`src/rtl/fpts_defines.svh`:
```
// constants of the fixed position table sequencer
// Operation
// - power stage only with enable and start
// - table enable with set 0 homes
// - no set runs before first homing
// - homing uses preconfigured homing type
// - table enable runs set at index
// - index bit 0 is least significant
// - set starts after target or immediately
// - jog moves while jog input held
// - running set beats jog requests
// - separate inputs for each jog direction
`ifndef FPTS_DEFINES_SVH
`define FPTS_DEFINES_SVH
// ----------------------------------------
// register offsets
// ----------------------------------------
`define FPTS_OFS_CTRL 8'h00
`define FPTS_OFS_STATUS 8'h04
`define FPTS_OFS_TADDR 8'h08
`define FPTS_OFS_TDATA 8'h0C
// ----------------------------------------
// fields and reset values
// ----------------------------------------
`define FPTS_HTYPE_W 4
`define FPTS_HTYPE_RST 4'h0
`define FPTS_COND_BIT 31
`define FPTS_ST_REFUSED 4
`define FPTS_ST_HOMED 3
`define FPTS_SET_HOMING 5'h00
`endif

```
`src/rtl/fpts_pkg.sv`:
```
// types of the fixed position table sequencer
package fpts_pkg;
  typedef enum logic [2:0] {
    FPTS_OFF = 3'b000,
    FPTS_IDLE = 3'b001,
    FPTS_HOMING = 3'b010,
    FPTS_MOVING = 3'b011,
    FPTS_JOG = 3'b100
  } fpts_state_t;
endpackage : fpts_pkg

```
`src/rtl/fpts_set_mem.sv`:
```
// positioning set table memory with registered read
module fpts_set_mem #(
  parameter int DEPTH = 32,
  parameter int WIDTH = 32
) (
  input wire logic clk,
  input wire logic wrEn,
  input wire logic [$clog2(DEPTH)-1:0] wrAddr,
  input wire logic [WIDTH-1:0] wrData,
  input wire logic [$clog2(DEPTH)-1:0] rdAddr,
  output logic [WIDTH-1:0] rdData
);
  logic [WIDTH-1:0] mem [DEPTH];

  // no reset on the array: contents are loaded by software
  always_ff @(posedge clk) begin
    if (wrEn) begin
      mem[wrAddr] <= wrData;
    end
    rdData <= mem[rdAddr];
  end
endmodule : fpts_set_mem

```
`src/rtl/fpts_sequencer.sv`:
```
// fixed position table sequencer top
//
// Chosen here: the register addresses and the strobed register port.
`include "fpts_defines.svh"
module fpts_sequencer import fpts_pkg::*; #(
  parameter int TW = 24,
  parameter int SETS = 32
) (
  input wire logic mclk,
  input wire logic arst_n,
  input wire logic powerStageHwEnable,
  input wire logic startControl,
  input wire logic tableEnable,
  input wire logic setIndexBit0,
  input wire logic setIndexBit1,
  input wire logic setIndexBit2,
  input wire logic setIndexBit3,
  input wire logic setIndexBit4,
  input wire logic jogPositiveRequest,
  input wire logic jogNegativeRequest,
  input wire logic homingDone,
  input wire logic targetReached,
  input wire logic [7:0] regAddr,
  input wire logic [31:0] regWdata,
  input wire logic regWr,
  input wire logic regRd,
  output logic [31:0] regRdata,
  output logic powerStageOn,
  output logic homingStart,
  output logic [`FPTS_HTYPE_W-1:0] homingType,
  output logic moveStart,
  output logic [TW-1:0] moveTarget,
  output logic jogPositive,
  output logic jogNegative,
  output logic homed
);
  // ----------------------------------------
  // elaboration checks
  // ----------------------------------------
  if (TW < 1 || TW > `FPTS_COND_BIT) begin : g_tw_chk
    $error("target width must fit below the start condition bit");
  end
  if (SETS != 32) begin : g_sets_chk
    $error("five index inputs address exactly 32 sets");
  end

  // ----------------------------------------
  // registers and state
  // ----------------------------------------
  fpts_state_t state;
  fpts_state_t next_state;
  logic [`FPTS_HTYPE_W-1:0] ctrlHomingType;
  logic [4:0] tableAddr;
  logic refused;
  logic tePrev;
  logic lookupPend;
  logic [4:0] latchedIdx;
  logic pendValid;
  logic [TW-1:0] pendTarget;
  logic [31:0] setWord;

  // set 0 is reserved for the homing run
  function automatic logic isHomingSet(input logic [4:0] idx);
    return idx == `FPTS_SET_HOMING;
  endfunction : isHomingSet

  // ----------------------------------------
  // decode
  // ----------------------------------------
  wire logic [4:0] liveIdx = {setIndexBit4, setIndexBit3, setIndexBit2, setIndexBit1, setIndexBit0};
  wire logic enabled = powerStageHwEnable & startControl;
  wire logic teRise = tableEnable & ~tePrev;
  wire logic wrCtrl = regWr && regAddr == `FPTS_OFS_CTRL;
  wire logic wrStatus = regWr && regAddr == `FPTS_OFS_STATUS;
  wire logic wrTaddr = regWr && regAddr == `FPTS_OFS_TADDR;
  wire logic wrTdata = regWr && regAddr == `FPTS_OFS_TDATA;
  wire logic isHomingReq = lookupPend && isHomingSet(latchedIdx);
  wire logic isSetReq = lookupPend && !isHomingSet(latchedIdx);
  wire logic setRefused = isSetReq && !homed;
  wire logic setAccepted = isSetReq && homed;
  wire logic startsImmediate = setWord[`FPTS_COND_BIT];
  // a set that waits for the target only queues behind a running move
  wire logic setQueued = setAccepted && state == FPTS_MOVING && !startsImmediate && !targetReached;
  wire logic setStartsNow = setAccepted && !setQueued;
  wire logic pendFires = state == FPTS_MOVING && targetReached && pendValid && !lookupPend;
  wire logic jogOne = jogPositiveRequest ^ jogNegativeRequest;
  wire logic [TW-1:0] setTarget = setWord[TW-1:0];
  wire logic [31:0] statusWord = {27'h0, refused, homed, state};
  wire logic [31:0] readMux =
    regAddr == `FPTS_OFS_CTRL ? {28'h0, ctrlHomingType} :
    regAddr == `FPTS_OFS_STATUS ? statusWord :
    regAddr == `FPTS_OFS_TADDR ? {27'h0, tableAddr} : 32'h0;

  // ----------------------------------------
  // set table
  // ----------------------------------------
  fpts_set_mem #(.DEPTH(SETS), .WIDTH(32)) u_mem (
    .clk(mclk),
    .wrEn(wrTdata),
    .wrAddr(tableAddr),
    .wrData(regWdata),
    .rdAddr(liveIdx),
    .rdData(setWord)
  );

  // ----------------------------------------
  // next state
  // ----------------------------------------
  always_comb begin
    next_state = state;
    unique case (state)
      FPTS_OFF: begin
        if (enabled) begin
          next_state = FPTS_IDLE;
        end
      end
      FPTS_IDLE: begin
        if (isHomingReq) begin
          next_state = FPTS_HOMING;
        end else if (setStartsNow) begin
          next_state = FPTS_MOVING;
        end else if (jogOne) begin
          next_state = FPTS_JOG;
        end
      end
      FPTS_HOMING: begin
        if (homingDone) begin
          next_state = FPTS_IDLE;
        end
      end
      FPTS_MOVING: begin
        // jog is not looked at here: the set finishes first
        if (isHomingReq) begin
          next_state = FPTS_HOMING;
        end else if (targetReached && !pendValid && !setAccepted) begin
          next_state = FPTS_IDLE;
        end
      end
      FPTS_JOG: begin
        if (isHomingReq) begin
          next_state = FPTS_HOMING;
        end else if (setStartsNow) begin
          next_state = FPTS_MOVING;
        end else if (!jogOne) begin
          next_state = FPTS_IDLE;
        end
      end
      default: begin
        next_state = FPTS_OFF;
      end
    endcase
    if (!enabled) begin
      next_state = FPTS_OFF;
    end
  end

  // ----------------------------------------
  // next values
  // ----------------------------------------
  // a homing request suppresses any move start of the same cycle
  wire logic next_homingStart = isHomingReq && enabled;
  wire logic next_moveStart = enabled && (setStartsNow || pendFires) && !isHomingReq;
  wire logic next_jogPositive = next_state == FPTS_JOG && jogPositiveRequest;
  wire logic next_jogNegative = next_state == FPTS_JOG && jogNegativeRequest;
  wire logic homingFinished = state == FPTS_HOMING && homingDone && enabled;
  wire logic pendClear = !enabled || isHomingReq || pendFires;
  wire logic pendLoad = setQueued && enabled;
  wire logic refusalSet = setRefused && enabled;
  wire logic refusalClear = wrStatus && regWdata[`FPTS_ST_REFUSED];

  // ----------------------------------------
  // state and request capture
  // ----------------------------------------
  always_ff @(posedge mclk or negedge arst_n) begin
    if (!arst_n) begin
      state <= FPTS_OFF;
    end else begin
      state <= next_state;
    end
  end

  always_ff @(posedge mclk or negedge arst_n) begin
    if (!arst_n) begin
      tePrev <= 1'b0;
      lookupPend <= 1'b0;
      latchedIdx <= 5'h00;
    end else begin
      tePrev <= tableEnable;
      lookupPend <= teRise && enabled;
      if (teRise) begin
        latchedIdx <= liveIdx;
      end
    end
  end

  // homed is sticky until reset: only power-on forgets the reference
  always_ff @(posedge mclk or negedge arst_n) begin
    if (!arst_n) begin
      homed <= 1'b0;
    end else if (homingFinished) begin
      homed <= 1'b1;
    end
  end

  // one-deep queue, a later waiting set replaces an earlier one
  always_ff @(posedge mclk or negedge arst_n) begin
    if (!arst_n) begin
      pendValid <= 1'b0;
      pendTarget <= '0;
    end else begin
      if (pendClear) begin
        pendValid <= 1'b0;
      end
      if (pendLoad) begin
        pendValid <= 1'b1;
        pendTarget <= setTarget;
      end
    end
  end

  // ----------------------------------------
  // outputs to the motion core
  // ----------------------------------------
  always_ff @(posedge mclk or negedge arst_n) begin
    if (!arst_n) begin
      powerStageOn <= 1'b0;
      homingStart <= 1'b0;
    end else begin
      powerStageOn <= enabled;
      homingStart <= next_homingStart;
    end
  end

  always_ff @(posedge mclk or negedge arst_n) begin
    if (!arst_n) begin
      homingType <= `FPTS_HTYPE_RST;
    end else if (isHomingReq) begin
      homingType <= ctrlHomingType;
    end
  end

  always_ff @(posedge mclk or negedge arst_n) begin
    if (!arst_n) begin
      moveStart <= 1'b0;
      moveTarget <= '0;
    end else begin
      moveStart <= next_moveStart;
      if (setStartsNow) begin
        moveTarget <= setTarget;
      end else if (pendFires) begin
        moveTarget <= pendTarget;
      end
    end
  end

  always_ff @(posedge mclk or negedge arst_n) begin
    if (!arst_n) begin
      jogPositive <= 1'b0;
      jogNegative <= 1'b0;
    end else begin
      jogPositive <= next_jogPositive;
      jogNegative <= next_jogNegative;
    end
  end

  // ----------------------------------------
  // register port
  // ----------------------------------------
  always_ff @(posedge mclk or negedge arst_n) begin
    if (!arst_n) begin
      ctrlHomingType <= `FPTS_HTYPE_RST;
      tableAddr <= 5'h00;
    end else begin
      if (wrCtrl) begin
        ctrlHomingType <= regWdata[`FPTS_HTYPE_W-1:0];
      end
      if (wrTaddr) begin
        tableAddr <= regWdata[4:0];
      end
    end
  end

  // new refusal wins over a write-one clear
  always_ff @(posedge mclk or negedge arst_n) begin
    if (!arst_n) begin
      refused <= 1'b0;
    end else if (refusalSet) begin
      refused <= 1'b1;
    end else if (refusalClear) begin
      refused <= 1'b0;
    end
  end

  always_ff @(posedge mclk or negedge arst_n) begin
    if (!arst_n) begin
      regRdata <= 32'h0;
    end else begin
      regRdata <= regRd ? readMux : 32'h0;
    end
  end
endmodule : fpts_sequencer

```
`config.mk`:
```
export PLATFORM = sky130hd
export DESIGN_NAME = fpts_sequencer
export DESIGN_NICKNAME = d
export VERILOG_FILES = /design/src/rtl/fpts_pkg.sv /design/src/rtl/fpts_set_mem.sv /design/src/rtl/fpts_sequencer.sv
export VERILOG_INCLUDE_DIRS = /design/src /design/src/rtl
export SDC_FILE = /design/constraint.sdc
export NUM_CORES = 1
export LEC_CHECK = 0
export BUFFER_PORTS_ARGS = -buffer_cell sky130_fd_sc_hd__buf_2
export CAP_MARGIN = 10
export CORE_MARGIN = 2
export CORE_UTILIZATION = 45
export CTS_CLUSTER_DIAMETER = 40
export DETAILED_ROUTE_END_ITERATION = 12
export SLEW_MARGIN = 15
export SYNTH_ARGS = -nofsm -noshare
export SYNTH_HDL_FRONTEND = slang
export SYNTH_SLANG_ARGS = --single-unit
```
`constraint.sdc`:
```
create_clock -name mclk -period 3.8 [get_ports mclk]
set_clock_uncertainty 0.15 [all_clocks]
set_input_delay 0.19 -clock mclk [delete_from_list [all_inputs] [get_ports mclk]]
set_output_delay 0.19 -clock mclk [all_outputs]
set_load 0.05 [all_outputs]
```
After elaboration in Yosys (flattened, before gate mapping)

Memory sizes are Yosys's and may differ from the RTL's. A register that Yosys moved wholly into a read port is not among the register bits.
Cells that the tools add are included.

Register bits: 84
Memory bits (writable): 1024
Output and inout port bits: 66
Logic and storage cells: 101
Memories: 1

Memories:

| name      | depth | bits a word | read ports | clocked after memory_dff | wr ports | line               | RTL |
|---|---|---|---|---|---|---|---|
| u_mem.mem | 32    | 32          | 1          | 1                        | 1        | fpts_set_mem.sv:13 | `logic [WIDTH-1:0] mem [DEPTH];` |

Equal/unequal tests: 8
Muxes and demuxes: 23
Bitwise logic cells: 4
Reductions and logical operators: 47

Operators by type and width:

| operator                                             | number |
|---|---|
| 2-to-1 mux 24 bit                                    | 2 |
| 2-to-1 mux 3 bit                                     | 10 |
| logical AND 1 bit                                    | 28 |
| 2-to-1 mux 5 bit                                     | 4 |
| equality test 8 x 4 -> 1 bit (second input constant) | 2 |
| case mux 3 bit (5 select lines)                      | 1 |
| logical NOT 1 bit                                    | 10 |
| equality test 8 x 3 -> 1 bit (second input constant) | 1 |
| logical NOT 8 bit                                    | 1 |
| equality test 3 x 2 -> 1 bit (second input constant) | 2 |
| equality test 3 bit (second input constant)          | 2 |
| 2-to-1 mux 1 bit                                     | 6 |
| nonzero test 2 bit                                   | 3 |
| logical NOT 5 bit                                    | 1 |
| equality test 3 x 1 -> 1 bit (second input constant) | 1 |
| logical NOT 3 bit                                    | 1 |
| logical OR 1 bit                                     | 3 |
| AND 1 bit                                            | 2 |
| inverter 1 bit                                       | 1 |
| bitwise XOR 1 bit                                    | 1 |

Logic depth before layout (Yosys ltp)

Depth in word-level cells: 15
Mapped depth: 8
Depth with buffers taken out: 5

By module

From an unflattened synthesis, not the netlist that was laid out.

Cells, all modules: 2550
Area total of the unflattened synthesis: 44204.9 um2

Modules (own cells, without submodules):

| module         | times used | cells each | area an instance (um2) |
|---|---|---|---|
| fpts_set_mem   | 1          | 2260       | 40485.1 |
| fpts_sequencer | 1          | 290        | 3719.8 |

Worst setup path before layout

OpenSTA, ideal clock, no wires.

Path kind: input -> register
From: input regAddr[7]
To: memory u_mem.mem[16][0], enable pin
Setup time: 0.407 ns
Arrival: 2.422 ns
Setup slack: 0.821 ns
Cell stages on the path: 4
Path through: nor4_2 -> nand4b_1 -> or4_1 -> nor2_1

Cells in the longest elaborated chain, start to end: 4

RTL lines:

| what                                          | line                 | RTL |
|---|---|---|
| start, declared                               | fpts_sequencer.sv:23 | `input wire logic [7:0] regAddr,` |
| equality test 8 x 4 -> 1 bit (no source line) | n/a                  |  |
| logical AND 1 bit (no source line)            | n/a                  |  |
| 2-to-1 mux 1 bit                              | fpts_set_mem.sv:17   | `if (wrEn) begin` |
| 2-to-1 mux 1 bit (not written as such)        | fpts_set_mem.sv:18   | `mem[wrAddr] <= wrData;` |
| end, declared                                 | fpts_set_mem.sv:13   |  |

No other way between the ends.

Worst setup path after layout

From: input regAddr[0]
To: memory u_mem.mem[16][19], enable pin

Same word-level chain as after synthesis.

==> qor.yml <==
timing:
  fmax_ghz: 0.358
  setup_violations: 0
  fin_ws_ns: 1.01
  fin_crit_sh_pct: 73.5
  slew_headroom_pct: 25.0
  slew_viol_final: 0
  worst_slew_pin_slew_ns: 1.12
  fin_tns_setup_ns: 0
  finalHoldViolations: 0
  rsz0062_at_grt: "false"
  layout_min_cycle_time_ns: 2.79
worst_setup_path:
  crit_fanout: 14
  arrival_ns: 3.00
  cp_data_required_time_ns: 4.01
  r2r_slack_ns: 1.08
  end_kind: "flop"
  crit_path_start_kind: "input port"
  timing.rr.start: "tableAddr[1]"
  worstRegToRegCells: 3
  r2r_end: "u_mem.mem[25][7]"
  crit_type: "input port to flop"
outcome:
  status: "finished clean"
drt:
  dr.pass1.iters: 5
  drt-initial-drc-count: 1540
  vias: 17700
  wl_per_cell_um: 25.5
  routed_wl_um: 80100
  remaining_drc_errors: 0
  ant_nets: 0
  post_drt_via_cell_ratio: 5.61
placed_design:
  pre_cts_ws_ns: 0.666
  numPortBuffers: 87
  gp_congestion: 0.770
  dp_hpwl_um: 47300
floorplan:
  rows: 101
  io_pins: 122
  dieArea_um2: 79300
  initial_core_util_pct: 45.6
  die_w_um: 282
  die_h_um: 282
  core-area_um2: 76100
hold_path:
  holdPathEnd: "tePrev"
  worstHoldPathType: "input port to flop"
  min_from: "tableEnable"
  min_path_cells: 2
logic_synthesis:
  yosysSeqAreaShare_pct: 76.8
  synth.distinct_cells: 47
  ys_ff_latch: 909
  avgSynthCellArea_um2: 19.4
  synth_edf_count: 800
  yosys_warnings: 0
  async_flop_share_pct: 9.24
  synth_ff_type: "edfxtp_1"
  synth_area_um2: 34700
  synthCells: 1790
cells_and_area:
  num-nets-final: 2065
  n_fill_cell: 5861
  drive_gt1_share_pct: 25.6
  areaGrowthSynthToFinish_pct: 19.9
power:
  p_switching_mw: 5.23
  powerDensity_nw_per_um2: 572
  p_clk_share_pct: 48.0
  p_int_mw: 18.6
  p_leak_nw: 14.5
  switching_share_pct: 22.0
  ir_worst_vdd_uv: 407
  p_seq_share_pct: 46.5
  combPwrFrac_pct: 5.5
clock_network:
  numCtsBuffers: 119
  root_buffer: "clkbuf_16"
  htree_levels: 3
  cts_buffer_depth: 3
  cts_num_sinks: 909
  cts_resized: 0
  insertion_delay_ns: 0.66
  cts_tree: "done"
  clk_pin_slew_ns: 0.05
  cts_setup_buffers: 0
global_routing:
  grt_pass1_vias: 18100
  track_usage_pct: 20.4
  grt_pass1_wl_um: 118000
  grt_max_degree: 61
  antenna_found_initial: 0
  grt_overflow: 0
job:
  cap_violations: 0
==> final cells by class <==
type,count,area (um^2),area share (%)
sequential,909,26600,64.0
inverter,5,18.8,0.0451
clock buffer,150,3360,8.07
tap,1030,1290,3.10
timing repair buffer,200,1700,4.09
antenna,2,5.00,0.0120
clock inverter,75,825,1.98
multi-input combinational,774,7770,18.7
==> stage by stage <==
stage / cells / utilization [%] / hold WS [ns] / cell area, um^2 / total power [mW]
floorplan: 1816 / - / -0.256 / 34800 / 12.1
global placement: 2867 / 48.5 / 0.149 / 36900 / 12.5
detailed placement: 2867 / 48.5 / 0.160 / 36900 / 12.5
CTS: 3143 / 54.7 / 0.0126 / 41600 / 24.0
global route: 3143 / 54.7 / 0.0389 / 41600 / 24.5
finish: 3145 / 54.7 / 0.0439 / 41600 / 23.8
==> how the worst max path moves through the flow <==
stage / from / end / slack (ns) / cells past startpoint
after floorplan: regAddr[7] / u_mem.mem[16][0] / 0.82 / 4
after global placement: regAddr[7] / u_mem.mem[16][18] / 0.70 / 6
after detailed placement: regAddr[7] / u_mem.mem[16][17] / 0.67 / 6
after CTS: regAddr[0] / u_mem.mem[16][22] / 1.02 / 7
after global routing: regAddr[0] / u_mem.mem[16][22] / 0.89 / 7
final: regAddr[0] / u_mem.mem[16][19] / 1.01 / 7
==> worst max-delay path, stage by stage <==
cell,delay (ns)
dlygate4sd3_1,0.54
buf_2,0.13
nor4_2,0.34
nand4b_1,0.31
or4_1,0.74
nor2_4,0.52
buf_12,0.22
==> per-layer routing <==
layer	share of wire [%]	routed length, um	global-route usage (%)
met4	1.6	1280	5.47
met1	43	34800	28.0
met2	48	38800	33.0
met5	0.11	87	0.794
met3	6.5	5210	4.47
==> power groups by stage <==
stage | clock network (mW) | registers (mW) | logic [mW]
2_1_floorplan | 0 | 11.5 | 0.583
3_3_place_gp | 0 | 11.3 | 1.25
3_5_place_dp | 0 | 11.3 | 1.27
4_1_cts | 11.6 | 11.1 | 1.31
5_1_grt | 12.0 | 11.1 | 1.39
6_report | 11.4 | 11.1 | 1.30
==> cells in the final DEF, fill, tap and decap left out, types with 33 or more instances in the layout <==
master	n
edfxtp_1	800
clkbuf_16	128
nor2_4	33
dlygate4sd3_1	50
dfrtp_1	84
buf_4	42
a22oi_1	150
mux4_2	100
mux2_2	40
mux2i_1	205
nand3_1	55
buf_2	84
==> cell usage after synthesis (27+ instances only) <==
| library cell | number | share of area, % |
|---|---|---|
| a22oi_1 | 150 | 3.2 |
| nand4_1 | 28 | 0.51 |
| edfxtp_1 | 800 | 69 |
| buf_2 | 29 | 0.42 |
| mux4_2 | 100 | 6.5 |
| and2_1 | 27 | 0.49 |
| nor2_1 | 53 | 0.57 |
| buf_4 | 27 | 0.58 |
| clkbuf_1 | 63 | 0.68 |
| dfrtp_1 | 84 | 6.1 |
| nand3_1 | 55 | 0.79 |
| mux2i_1 | 205 | 5.9 |
| mux2_2 | 40 | 1.3 |
==> registers in the layout, indices dropped and copies added (netlist names), 3 cells and up <==
name	flops
homingType	4
ctrlHomingType	4
u_mem.mem	800
pendTarget	24
moveTarget	24
state	3
u_mem.rdData	25
regRdata	5
tableAddr	5
latchedIdx	5
==> kinds of logic (layout without fill, tap and decap cells) <==
group                     count (synthesis)  in the layout  share of synthesized area, %
xor gates and xnor gates                  2              2                        0.0505
muxes                                   347            347                          13.8
AOI/OAI and AO/OA                       192            192                          4.30
other                                     1             29                        0.0108
buffers and inverters                   133            430                          1.90
DFF                                     909            909                          76.8
and+or+nand+nor                         206            206                          3.20
==> what timing repair did <==
action                                  in CTS  in global routing
endpoints found under the setup margin       0                  0
endpoints found under the hold margin      880                  0
hold buffers                                51                  0
No activity file was read; power rests on OpenSTA's default activity.
